File: src/common/dlsc_pkg.sv
// Shared constants and carrier types for the dual supply control logic.
package dlsc_pkg;

  // ----------------------------------------
  // Clock and timing
  // ----------------------------------------
  localparam int unsigned CLK_HZ = 125_000_000;
  localparam int unsigned TONE_HZ = 22_000;
  localparam int unsigned SWITCH_MULT = 10;
  localparam int unsigned SWITCH_DIV = CLK_HZ / (TONE_HZ * SWITCH_MULT * 2);
  localparam int unsigned TONE_HALF_DIV = SWITCH_DIV * SWITCH_MULT;
  localparam int unsigned OFF_TIME_MS = 900;
  localparam int unsigned ON_TIME_MS = 20;
  localparam int unsigned TICK_HZ = TONE_HZ * SWITCH_MULT;
  localparam int unsigned OFF_TICKS = (TICK_HZ / 1000) * OFF_TIME_MS;
  localparam int unsigned ON_TICKS = (TICK_HZ / 1000) * ON_TIME_MS;

  // ----------------------------------------
  // Bus address and register fields
  // ----------------------------------------
  localparam logic [5:0] DEV_ADDR_HIGH = 6'h04;
  localparam int unsigned SEL_BIT = 7;
  localparam logic [7:0] CTRL_RESET = 8'h00;
  // Channel A register: sel, static, range, tone, boost, high, on, overload.
  localparam int unsigned A_STATIC = 6;
  localparam int unsigned A_RANGE = 5;
  localparam int unsigned A_TONE = 4;
  localparam int unsigned A_BOOST = 3;
  localparam int unsigned A_HIGH = 2;
  localparam int unsigned A_ON = 1;
  // Channel B register: sel, range, tone, boost, high, on, overtemp, overload.
  localparam int unsigned B_RANGE = 6;
  localparam int unsigned B_TONE = 5;
  localparam int unsigned B_BOOST = 4;
  localparam int unsigned B_HIGH = 3;
  localparam int unsigned B_ON = 2;

  // ----------------------------------------
  // Types
  // ----------------------------------------
  typedef enum logic [1:0] {DLSC_NORMAL, DLSC_OFF, DLSC_ON} dlsc_prot_type;
  typedef enum logic [2:0] {DLSC_IDLE, DLSC_RX, DLSC_ACK, DLSC_TX, DLSC_MACK} dlsc_bus_type;

  typedef struct packed {
    logic enable;
    logic high_voltage;
    logic boost;
    logic strong_limit;
    logic tone;
  } dlsc_chan_type;

  typedef struct packed {
    dlsc_prot_type state;
    logic [17:0] count;
    logic flag;
  } dlsc_guard_type;

endpackage

File: src/logic/dlsc_top.sv
// Control logic of a dual supply regulator with a two-wire slave port.
module dlsc_top (
  input wire logic mclk_in,
  input wire logic nrst_in,
  input wire logic scl_in,
  input wire logic sda_in,
  output logic sda_out,
  output logic sda_oe_out,
  input wire logic addr_sel_in,
  input wire logic supply_good_in,
  input wire logic overtemp_trip_in,
  input wire logic soft_start_done_in,
  input wire logic [1:0] tone_gate_pin_in,
  input wire logic [1:0] force_high_voltage_pin_in,
  input wire logic [1:0] overload_in,
  output logic converter_a_clk_out,
  output logic converter_b_clk_out,
  output dlsc_pkg::dlsc_chan_type chan_a_out,
  output dlsc_pkg::dlsc_chan_type chan_b_out,
  output logic [1:0] overload_flag_out,
  output logic overtemp_flag_out
);

  // ----------------------------------------
  // State
  // ----------------------------------------
  typedef struct packed {
    logic [15:0] sync1;
    logic [15:0] sync2;
    logic scl_d;
    logic sda_d;
    dlsc_pkg::dlsc_bus_type bus;
    logic [3:0] bit_cnt;
    logic [7:0] shift;
    logic addressed;
    logic reading;
    logic first;
    logic sda_drive;
    logic [7:0] ctrl_a;
    logic [7:0] ctrl_b;
    logic [9:0] sw_div;
    logic sw_clk;
    logic tick;
    logic [3:0] tone_div;
    logic tone;
    logic clk_a;
    logic clk_b;
    dlsc_pkg::dlsc_guard_type [1:0] guard;
    dlsc_pkg::dlsc_chan_type chan_a;
    dlsc_pkg::dlsc_chan_type chan_b;
    logic [1:0] ovl_flag;
    logic ot_flag;
  } dlsc_state_type;

  dlsc_state_type r;
  dlsc_state_type next_r;

  // Read-back value of the selected register, with the live status bits.
  function automatic logic [7:0] read_image(input dlsc_state_type s, input logic sel_b);
    logic [7:0] v;
    v = sel_b ? {1'b1, s.ctrl_b[6:2], s.ot_flag, s.ovl_flag[1]} : {1'b0, s.ctrl_a[6:1], s.ovl_flag[0]};
    return v;
  endfunction

  // One overload guard step; returns the new guard state, count and overload flag.
  function automatic dlsc_pkg::dlsc_guard_type guard_step(input dlsc_pkg::dlsc_guard_type g,
      input logic tick, input logic static_mode, input logic ovl, input logic enabled,
      input logic soft_done);
    dlsc_pkg::dlsc_guard_type n;
    n = g;
    if (!enabled) begin
      n.state = dlsc_pkg::DLSC_NORMAL;
      n.count = '0;
      n.flag = 1'b0;
    end else if (static_mode) begin
      n.state = dlsc_pkg::DLSC_NORMAL;
      n.count = '0;
      n.flag = ovl;
    end else begin
      unique case (g.state)
        dlsc_pkg::DLSC_NORMAL: begin
          if (ovl) begin
            n.state = dlsc_pkg::DLSC_OFF;
            n.count = '0;
            n.flag = 1'b1;
          end else if (soft_done) begin
            n.flag = 1'b0;
          end
        end
        dlsc_pkg::DLSC_OFF: begin
          if (tick) begin
            if (g.count == 18'(dlsc_pkg::OFF_TICKS - 1)) begin
              n.state = dlsc_pkg::DLSC_ON;
              n.count = '0;
            end else begin
              n.count = g.count + 18'h1;
            end
          end
        end
        dlsc_pkg::DLSC_ON: begin
          if (tick) begin
            if (g.count == 18'(dlsc_pkg::ON_TICKS - 1)) begin
              n.count = '0;
              if (ovl) begin
                n.state = dlsc_pkg::DLSC_OFF;
              end else begin
                n.state = dlsc_pkg::DLSC_NORMAL;
                n.flag = 1'b0;
              end
            end else begin
              n.count = g.count + 18'h1;
            end
          end
        end
        default: begin
          n.state = dlsc_pkg::DLSC_NORMAL;
        end
      endcase
    end
    return n;
  endfunction

  // ----------------------------------------
  // Next state
  // ----------------------------------------
  always_comb begin
    logic scl;
    logic sda;
    logic scl_rise;
    logic scl_fall;
    logic start_c;
    logic stop_c;
    logic [7:0] rx;
    logic ovl_a;
    logic ovl_b;
    logic run_a;
    logic run_b;
    logic tone_a;
    logic tone_b;
    next_r = r;
    scl = r.sync2[0];
    sda = r.sync2[1];
    scl_rise = scl && !r.scl_d;
    scl_fall = !scl && r.scl_d;
    start_c = scl && r.scl_d && r.sda_d && !sda;
    stop_c = scl && r.scl_d && !r.sda_d && sda;
    rx = {r.shift[6:0], sda};
    ovl_a = r.sync2[8];
    ovl_b = r.sync2[9];
    // Independent enables, gated by overtemp and off interval.
    run_a = r.ctrl_a[dlsc_pkg::A_ON] && !r.ot_flag && r.guard[0].state != dlsc_pkg::DLSC_OFF;
    run_b = r.ctrl_b[dlsc_pkg::B_ON] && !r.ot_flag && r.guard[1].state != dlsc_pkg::DLSC_OFF;
    tone_a = r.tone && (r.ctrl_a[dlsc_pkg::A_TONE] || r.sync2[4]);
    tone_b = r.tone && (r.ctrl_b[dlsc_pkg::B_TONE] || r.sync2[5]);
    next_r.sync1 = {2'b00, supply_good_in, overtemp_trip_in, soft_start_done_in, addr_sel_in,
                    overload_in, force_high_voltage_pin_in, tone_gate_pin_in, 2'b00, sda_in, scl_in};
    next_r.sync2 = r.sync1;
    next_r.scl_d = scl;
    next_r.sda_d = sda;

    // Switching clock at ten times tone.
    next_r.tick = 1'b0;
    if (r.sw_div == 10'(dlsc_pkg::SWITCH_DIV - 1)) begin
      next_r.sw_div = '0;
      next_r.sw_clk = !r.sw_clk;
      next_r.tick = !r.sw_clk;
      if (r.tone_div == 4'(dlsc_pkg::SWITCH_MULT - 1)) begin
        next_r.tone_div = '0;
        next_r.tone = !r.tone;
      end else begin
        next_r.tone_div = r.tone_div + 4'h1;
      end
    end else begin
      next_r.sw_div = r.sw_div + 10'h1;
    end

    // Two-wire slave; start or stop anywhere resets the byte engine.
    if (start_c) begin
      next_r.bus = dlsc_pkg::DLSC_RX;
      next_r.bit_cnt = '0;
      next_r.first = 1'b1;
      next_r.addressed = 1'b0;
      next_r.sda_drive = 1'b0;
    end else if (stop_c) begin
      next_r.bus = dlsc_pkg::DLSC_IDLE;
      next_r.sda_drive = 1'b0;
    end else begin
      unique case (r.bus)
        dlsc_pkg::DLSC_IDLE: begin
          next_r.sda_drive = 1'b0;
        end
        dlsc_pkg::DLSC_RX: begin
          if (scl_rise) begin
            next_r.shift = rx;
            next_r.bit_cnt = r.bit_cnt + 4'h1;
          end else if (scl_fall && r.bit_cnt == 4'h8) begin
            next_r.bit_cnt = '0;
            next_r.bus = dlsc_pkg::DLSC_ACK;
            if (r.first) begin
              next_r.addressed = (r.shift[7:2] == dlsc_pkg::DEV_ADDR_HIGH)
                                 && (r.shift[1] == r.sync2[10]);
              next_r.reading = r.shift[0];
              next_r.sda_drive = (r.shift[7:2] == dlsc_pkg::DEV_ADDR_HIGH)
                                 && (r.shift[1] == r.sync2[10]) && r.sync2[13];
            end else begin
              next_r.sda_drive = r.addressed && r.sync2[13];
              if (r.addressed && r.sync2[13]) begin
                if (r.shift[dlsc_pkg::SEL_BIT]) begin
                  next_r.ctrl_b = {1'b0, r.shift[6:2], 2'b00};
                end else begin
                  next_r.ctrl_a = {1'b0, r.shift[6:1], 1'b0};
                end
              end
            end
          end
        end
        dlsc_pkg::DLSC_ACK: begin
          if (scl_fall) begin
            next_r.first = 1'b0;
            if (r.addressed && r.reading && r.sda_drive) begin
              next_r.bus = dlsc_pkg::DLSC_TX;
              next_r.shift = read_image(r, 1'b0);
              next_r.sda_drive = !next_r.shift[7];
            end else if (r.addressed && r.sync2[13]) begin
              next_r.bus = dlsc_pkg::DLSC_RX;
              next_r.sda_drive = 1'b0;
            end else begin
              next_r.bus = dlsc_pkg::DLSC_IDLE;
              next_r.sda_drive = 1'b0;
            end
          end
        end
        dlsc_pkg::DLSC_TX: begin
          // Bits leave MSB first; the second read returns the other register.
          if (scl_fall) begin
            if (r.bit_cnt == 4'h7) begin
              next_r.bit_cnt = '0;
              next_r.bus = dlsc_pkg::DLSC_MACK;
              next_r.sda_drive = 1'b0;
              next_r.shift = read_image(r, !r.shift[dlsc_pkg::SEL_BIT]);
            end else begin
              next_r.bit_cnt = r.bit_cnt + 4'h1;
              next_r.sda_drive = !r.shift[3'(6 - r.bit_cnt)];
            end
          end
        end
        dlsc_pkg::DLSC_MACK: begin
          if (scl_rise) begin
            next_r.reading = !sda;
          end else if (scl_fall) begin
            if (r.reading) begin
              next_r.bus = dlsc_pkg::DLSC_TX;
              next_r.shift = read_image(r, r.shift[dlsc_pkg::SEL_BIT]);
              next_r.sda_drive = !next_r.shift[7];
            end else begin
              next_r.bus = dlsc_pkg::DLSC_IDLE;
            end
          end
        end
        default: begin
          next_r.bus = dlsc_pkg::DLSC_IDLE;
        end
      endcase
    end

    if (r.sync2[12] || !r.sync2[13]) begin
      next_r.ctrl_a = dlsc_pkg::CTRL_RESET;
      next_r.ctrl_b = dlsc_pkg::CTRL_RESET;
    end
    if (!r.sync2[13]) begin
      next_r.bus = dlsc_pkg::DLSC_IDLE;
      next_r.sda_drive = 1'b0;
    end
    next_r.ot_flag = r.sync2[12];

    next_r.guard[0] = guard_step(r.guard[0], r.tick, r.ctrl_a[dlsc_pkg::A_STATIC], ovl_a,
                                 r.ctrl_a[dlsc_pkg::A_ON], r.sync2[11]);
    next_r.guard[1] = guard_step(r.guard[1], r.tick, r.ctrl_a[dlsc_pkg::A_STATIC], ovl_b,
                                 r.ctrl_b[dlsc_pkg::B_ON], r.sync2[11]);
    next_r.ovl_flag = {next_r.guard[1].flag, next_r.guard[0].flag};

    next_r.chan_a.enable = run_a;
    next_r.chan_b.enable = run_b;
    // Converter clocks are registered so that no gating glitch reaches the pins.
    next_r.clk_a = next_r.sw_clk && run_a;
    next_r.clk_b = next_r.sw_clk && run_b;
    next_r.chan_a.high_voltage = run_a && (r.ctrl_a[dlsc_pkg::A_HIGH] || r.sync2[6]);
    next_r.chan_b.high_voltage = run_b && (r.ctrl_b[dlsc_pkg::B_HIGH] || r.sync2[7]);
    next_r.chan_a.boost = run_a && r.ctrl_a[dlsc_pkg::A_BOOST];
    next_r.chan_b.boost = run_b && r.ctrl_b[dlsc_pkg::B_BOOST];
    next_r.chan_a.strong_limit = r.ctrl_a[dlsc_pkg::A_RANGE];
    next_r.chan_b.strong_limit = r.ctrl_b[dlsc_pkg::B_RANGE];
    next_r.chan_a.tone = run_a && tone_a;
    next_r.chan_b.tone = run_b && tone_b;
  end

  // ----------------------------------------
  // Registers
  // ----------------------------------------
  always_ff @(posedge mclk_in) begin
    if (!nrst_in) begin
      r <= '0;
    end else begin
      r <= next_r;
    end
  end

  assign sda_out = 1'b0;
  assign sda_oe_out = r.sda_drive;
  assign converter_a_clk_out = r.clk_a;
  assign converter_b_clk_out = r.clk_b;
  assign chan_a_out = r.chan_a;
  assign chan_b_out = r.chan_b;
  assign overload_flag_out = r.ovl_flag;
  assign overtemp_flag_out = r.ot_flag;

endmodule

File: config.mk
export PLATFORM = sky130hd
export DESIGN_NAME = dlsc_top
export DESIGN_NICKNAME = d
export VERILOG_FILES = /design/src/common/dlsc_pkg.sv /design/src/logic/dlsc_top.sv
export SDC_FILE = /design/constraint.sdc
export NUM_CORES = 1
export LEC_CHECK = 0
export BUFFER_PORTS_ARGS = -buffer_cell sky130_fd_sc_hd__buf_2
export CORE_MARGIN = 5
export CORE_UTILIZATION = 55
export DETAILED_ROUTE_END_ITERATION = 6
export GPL_TIMING_DRIVEN = 0
export HOLD_SLACK_MARGIN = 0.12
export PLACE_DENSITY = 0.76
export SYNTH_ARGS = -nofsm -noshare
export SYNTH_HDL_FRONTEND = slang
export SYNTH_SLANG_ARGS = --single-unit
File: constraint.sdc
create_clock -name mclk_in -period 2.2 [get_ports mclk_in]
set_input_delay 0.22 -clock mclk_in [delete_from_list [all_inputs] [get_ports mclk_in]]
set_output_delay 0.22 -clock mclk_in [all_outputs]
set_load 0.02 [all_outputs]
# Yosys cells after proc, flatten, opt, wreduce, memory -nomap -nowiden
# Cells that the tools add are included.
[word_totals] reg_bits=132 input_bits=14 out_inout_bits=17 word_cells=274
[classes] n_addsub=6 order_cmp=1 n_eq_ne=52 muxes=90 bitwise=10 reduce_logical=76
[ops] operator="one-hot mux 18 bit (3 select lines)" n=2
[ops] operator="two-way mux 20 bit" n=4
[ops] operator="two-way mux 18 bit" n=4
[ops] operator="two-way mux 8 bit" n=9
[ops] operator="inequality test 2 bit (second input constant)" n=23
[ops] operator="two-way mux 21 bit" n=2
[ops] operator="AND reduction 8 bit" n=5
[ops] operator="adder 18 x 1 -> 18 bit (second input constant)" n=2
[ops] operator="== test 18 x 13 -> 1 bit (second input constant)" n=2
[ops] operator="== test 18 bit (second input constant)" n=2
[ops] operator="two-way mux 17 bit" n=2
[ops] operator="two-way mux 16 bit" n=2
[ops] operator="one-hot mux 8 bit (4 select lines)" n=1
[ops] operator="two-way mux 15 bit" n=2
[ops] operator="two-way mux 1 bit" n=29
[ops] operator="two-way mux 7 bit" n=4
[ops] operator="inequality test 4 bit (second input constant)" n=7
[ops] operator="logical AND 1 bit" n=27
[ops] operator="two-way mux 2 bit" n=10
[ops] operator="two-way mux 3 bit" n=6
[ops] operator="one-hot mux 3 bit (5 select lines)" n=1
[ops] operator="AND reduction 5 bit" n=3
[ops] operator="two-way mux 4 bit" n=3
[ops] operator="one-hot mux 2 bit (3 select lines)" n=2
[ops] operator="other kinds (38)" n=81

# Depth between registers and ports, before layout
[depth] word_depth=9 depth_mapped=9 ltp_nobuf=8

# Least setup slack after synthesis
# OpenSTA, ideal clock, no wires.
[synth_timing] kind="reg2reg" start="reg r[44] (netlist bit)" end="reg r[42] (netlist bit)" setup_ps=115 t_arrival_ps=2062 required_ps=2085 path_slack_ps=23 path_stages_with_launch=8 n_path_buf=1 period_less_slack_ps=2177 path_cell_list="dfxtp_1 > or4_4 > nor4_4 > a31oi_2 > or2_1 > a31oi_4 > buf_6 > nor2_1"
[synth_between] elab_chain_cells=4 word_cells_on_any_way=7 classes_between="2 x eq/ne; 5 x mux"
[synth_lines] item="start, declared" line_no="dlsc_top.sv:55" rtl="dlsc_state_type r;"
[synth_lines] item="start signal, assigned" line_no="dlsc_top.sv:304" rtl="r <= next_r;"
[synth_lines] item="== test 18 x 13 -> 1 bit / == test 18 bit (equally long branches)" line_no="dlsc_top.sv:102, dlsc_top.sv:92"
[synth_lines] item="two-way mux 18 bit, on equally long branches" line_no="dlsc_top.sv:102, dlsc_top.sv:92"
[synth_lines] item="two-way mux 21 bit / two-way mux 20 bit (equally long branches)" line_no="dlsc_top.sv:101, dlsc_top.sv:91"
[synth_lines] item="one-hot mux 18 bit (3 select lines) *" line_no="dlsc_top.sv:80" rtl="unique case (g.state)"
# Mark *: on every way between the ends. The rest lies on a longest branch, timed or not. The select of a mux whose other input is x is not followed.
# A chain may end at the register's enable or synchronous reset.

# Final worst setup path
[layout_timing] start="reg r[44] (netlist bit)" end="reg r[41] (netlist bit)"
# Same word-level chain as after synthesis.

==> metrics.txt <==
status=finished, violations left; violated checks=setup timing; clock root buffer=clkbuf_8; IO buf count=28; Synth Register Bits=128; ratio of total power to cell area=675 nW/um2; full die area=13400 um2; placed wire-length estimate=9670 um; ANT cells=0; TritonCTS clock tree=yes; synth cell count leaders=128 x dfxtp_1, 81 x nor2_1, 49 x nand2_1, 38 x and2_1, 35 x nand3_1; DR WL/cell=15.7 um; die span in y=116 um; total of fill cells in the finished design=821; width of the chip=116 um; FF+latch area=2580 um2; CORE AREA=10900 um2; worst-case clock buffer depth=2; CP Launch Type=register; multi-input logic area=3510 um2; initial antenna violation count=0; most frequent cell after synthesis=dfxtp_1; maximum vdd drop=0.682 mV; Post-Route WL=14500 um; crit end category=register; Post-synth ARST share=0%; Slew @ Worst Pin=0.847 ns; max cap viols=0; Post-Place Cells=864; Rel. slew slack=43.0%; data required time of the critical path=2.62 ns; Non-Filler Instances=924; clk sinks=128; vias in the first global route=5185; GRT overflow=0; final hold violations=0; warnings from Yosys=0; Design Area, Final=7530 um2; final setup vio count=17; share of the yosys chip area belonging to registers=41.6%; Tcrit/Tclk final=107%; Synth Cell Area=6160 um2; Clock transition at path regs=0.06 ns; htree depth=4; Worst Path Arrival=2.77 ns; remaining antenna violation count=0; DRC=0; global-route wire length before repair=24500 um; minimum clock period=2.35 ns; Synth Flop Type=dfxtp_1; syn nets=723; synthesis-to-finish area growth=22.3%; Mapped Cells=696; final setup margin=-0.149 ns; Yosys top cell area share=41.6%; ranking of synthesized cells by area=dfxtp_1 42%, nor2_1 4.9%, mux2i_1 4.1%; Leakage Power=2.87 nW; crit-path max FO=5; setup tns final=-1.87 ns; # IOs=31; DR pass1 iterations=5; largest net degree at the start of global routing=17; routability congestion estimate=0.886; layout cells sized above 1=20.5%; Final nets=798; vias post-DR=5323; WHS=0.430 ns; Syn Area/Cell=8.85 um2; Via density=5.76; Total GRT Usage=22.6%; Post-synth EDFFs=0; cell accounting for the most synthesized area=dfxtp_1; Clock Latency Late Sink=0.52 ns; RSZ-0062 raised after global routing=true; DP Area=6480 um2; Distinct cells, synth=77; max-slew violation count=0; min-delay worst type=reg -> reg; Starting DRT DRC Count=473; Starting Density=56.6%; clk_skew=0.0103 ns; Max Freq=426 MHz; TritonCTS Buffers=17; critical path type=reg -> reg; row count=38
-- kinds of logic after synthesis --
family / count (synthesis) / synth area share, %
compound gates: 107 / 12.8
other cells: 1 / 0.0609
mux: 31 / 5.52
xor+xnor: 40 / 5.69
buf+inv: 58 / 4.55
flops: 128 / 41.6
fa+ha+maj: 13 / 2.64
simple gates: 318 / 27.2
-- routing by layer --
layer / up-vias / part of all wire, % / track usage, %
li1: 2584 / - / -
met1: 2554 / 44 / 28.3
met2: 167 / 49 / 37.9
met3: 18 / 5.4 / 5.80
met4: 0 / 1.1 / 7.81
met5: - / 0 / 0
-- stage by stage --
step / utilization [%] / setup slack [ns] / total power [W]
final: 69.2 / -0.149 / 0.00509
after floorplan: - / 0.0232 / 0.00246
after detailed placement: 59.5 / -0.213 / 0.00250
after global routing: 69.2 / -0.204 / 0.00526
after global placement: 59.5 / -0.223 / 0.00249
after CTS: 67.0 / -0.104 / 0.00511
-- repair_timing --
| item | CTS | global route |
|---|---|---|
| hold endpoints to repair | 15 | 0 |
| setup buffers | 6 | 9 |
| gates cloned | 1 | 0 |
| hold buffers | 13 | 0 |
| pin swaps | 20 | 10 |
| setup endpoints to repair | 51 | 56 |
| resized for setup | 22 | 48 |
-- worst max-delay path: stages, from the launching register on --
cell and delay, ns:
dfxtp_4 0.35, or4_4 0.55, nor4_4 0.27, buf_4 0.19, a21oi_2 0.10, or2_1 0.31, a31oi_4 0.24, buf_6 0.18
nor2_2 0.05
-- state kept, by name, indices dropped and copies added, names as in the netlist --
name,cells
next_r,17
chan_b_out,5
converter_a_clk_out,1
overload_flag_out,1
overtemp_flag_out,1
chan_a_out,5
r,96
sda_oe_out,1
converter_b_clk_out,1
-- area by class of cell --
| class | count | share of cell area, % |
|---|---|---|
| Buffer | 39 | 2.91 |
| Clock buffer | 18 | 5.68 |
| Clock inverter | 14 | 1.76 |
| Inverter | 18 | 0.897 |
| Multi-Input combinational cell | 510 | 46.6 |
| Sequential cell | 128 | 34.2 |
| Tap cell | 140 | 2.33 |
| Timing Repair Buffer | 57 | 5.60 |
-- report_power, final --
part	internal (W)	total, W	switching [W]
Combinational	0.0000554	0.000105	0.0000499
Clock	0.00155	0.00262	0.00108
Sequential	0.00234	0.00236	0.0000169
-- cells in the final DEF, fill, tap and decap left out, drive strengths merged, types with 6 or more instances in the layout --
cell / synthesis / layout
or3: 6 / 6
dfxtp: 128 / 128
buf: 19 / 64
a21oi: 26 / 26
mux2i: 25 / 25
nor4: 8 / 8
and2: 39 / 39
nand3: 35 / 35
nand2b: 13 / 13
clkbuf: 21 / 37
nor2: 81 / 81
nor3: 17 / 17
dlygate4sd3: 0 / 13
nand4: 14 / 14
nand2: 50 / 50
nor2b: 23 / 23
xnor2: 15 / 15
a22oi: 6 / 6
o21ai: 19 / 19
clkinv: 0 / 6
a221o: 7 / 7
inv: 18 / 23
a22o: 6 / 6
xor2: 25 / 25
ha: 13 / 13
-- final timing paths --
| path | from | end | slack [ns] | cells past startpoint |
|---|---|---|---|---|
| hold reg to reg | next_r[118] | r[118] | 0.43 | 1 |
| hold / removal | next_r[118] | r[118] | 0.43 | 1 |
| setup / recovery | r[44] | r[41] | -0.15 | 8 |
| setup reg to reg | r[44] | r[41] | -0.15 | 8 |
(Power assumes the default switching activity.)
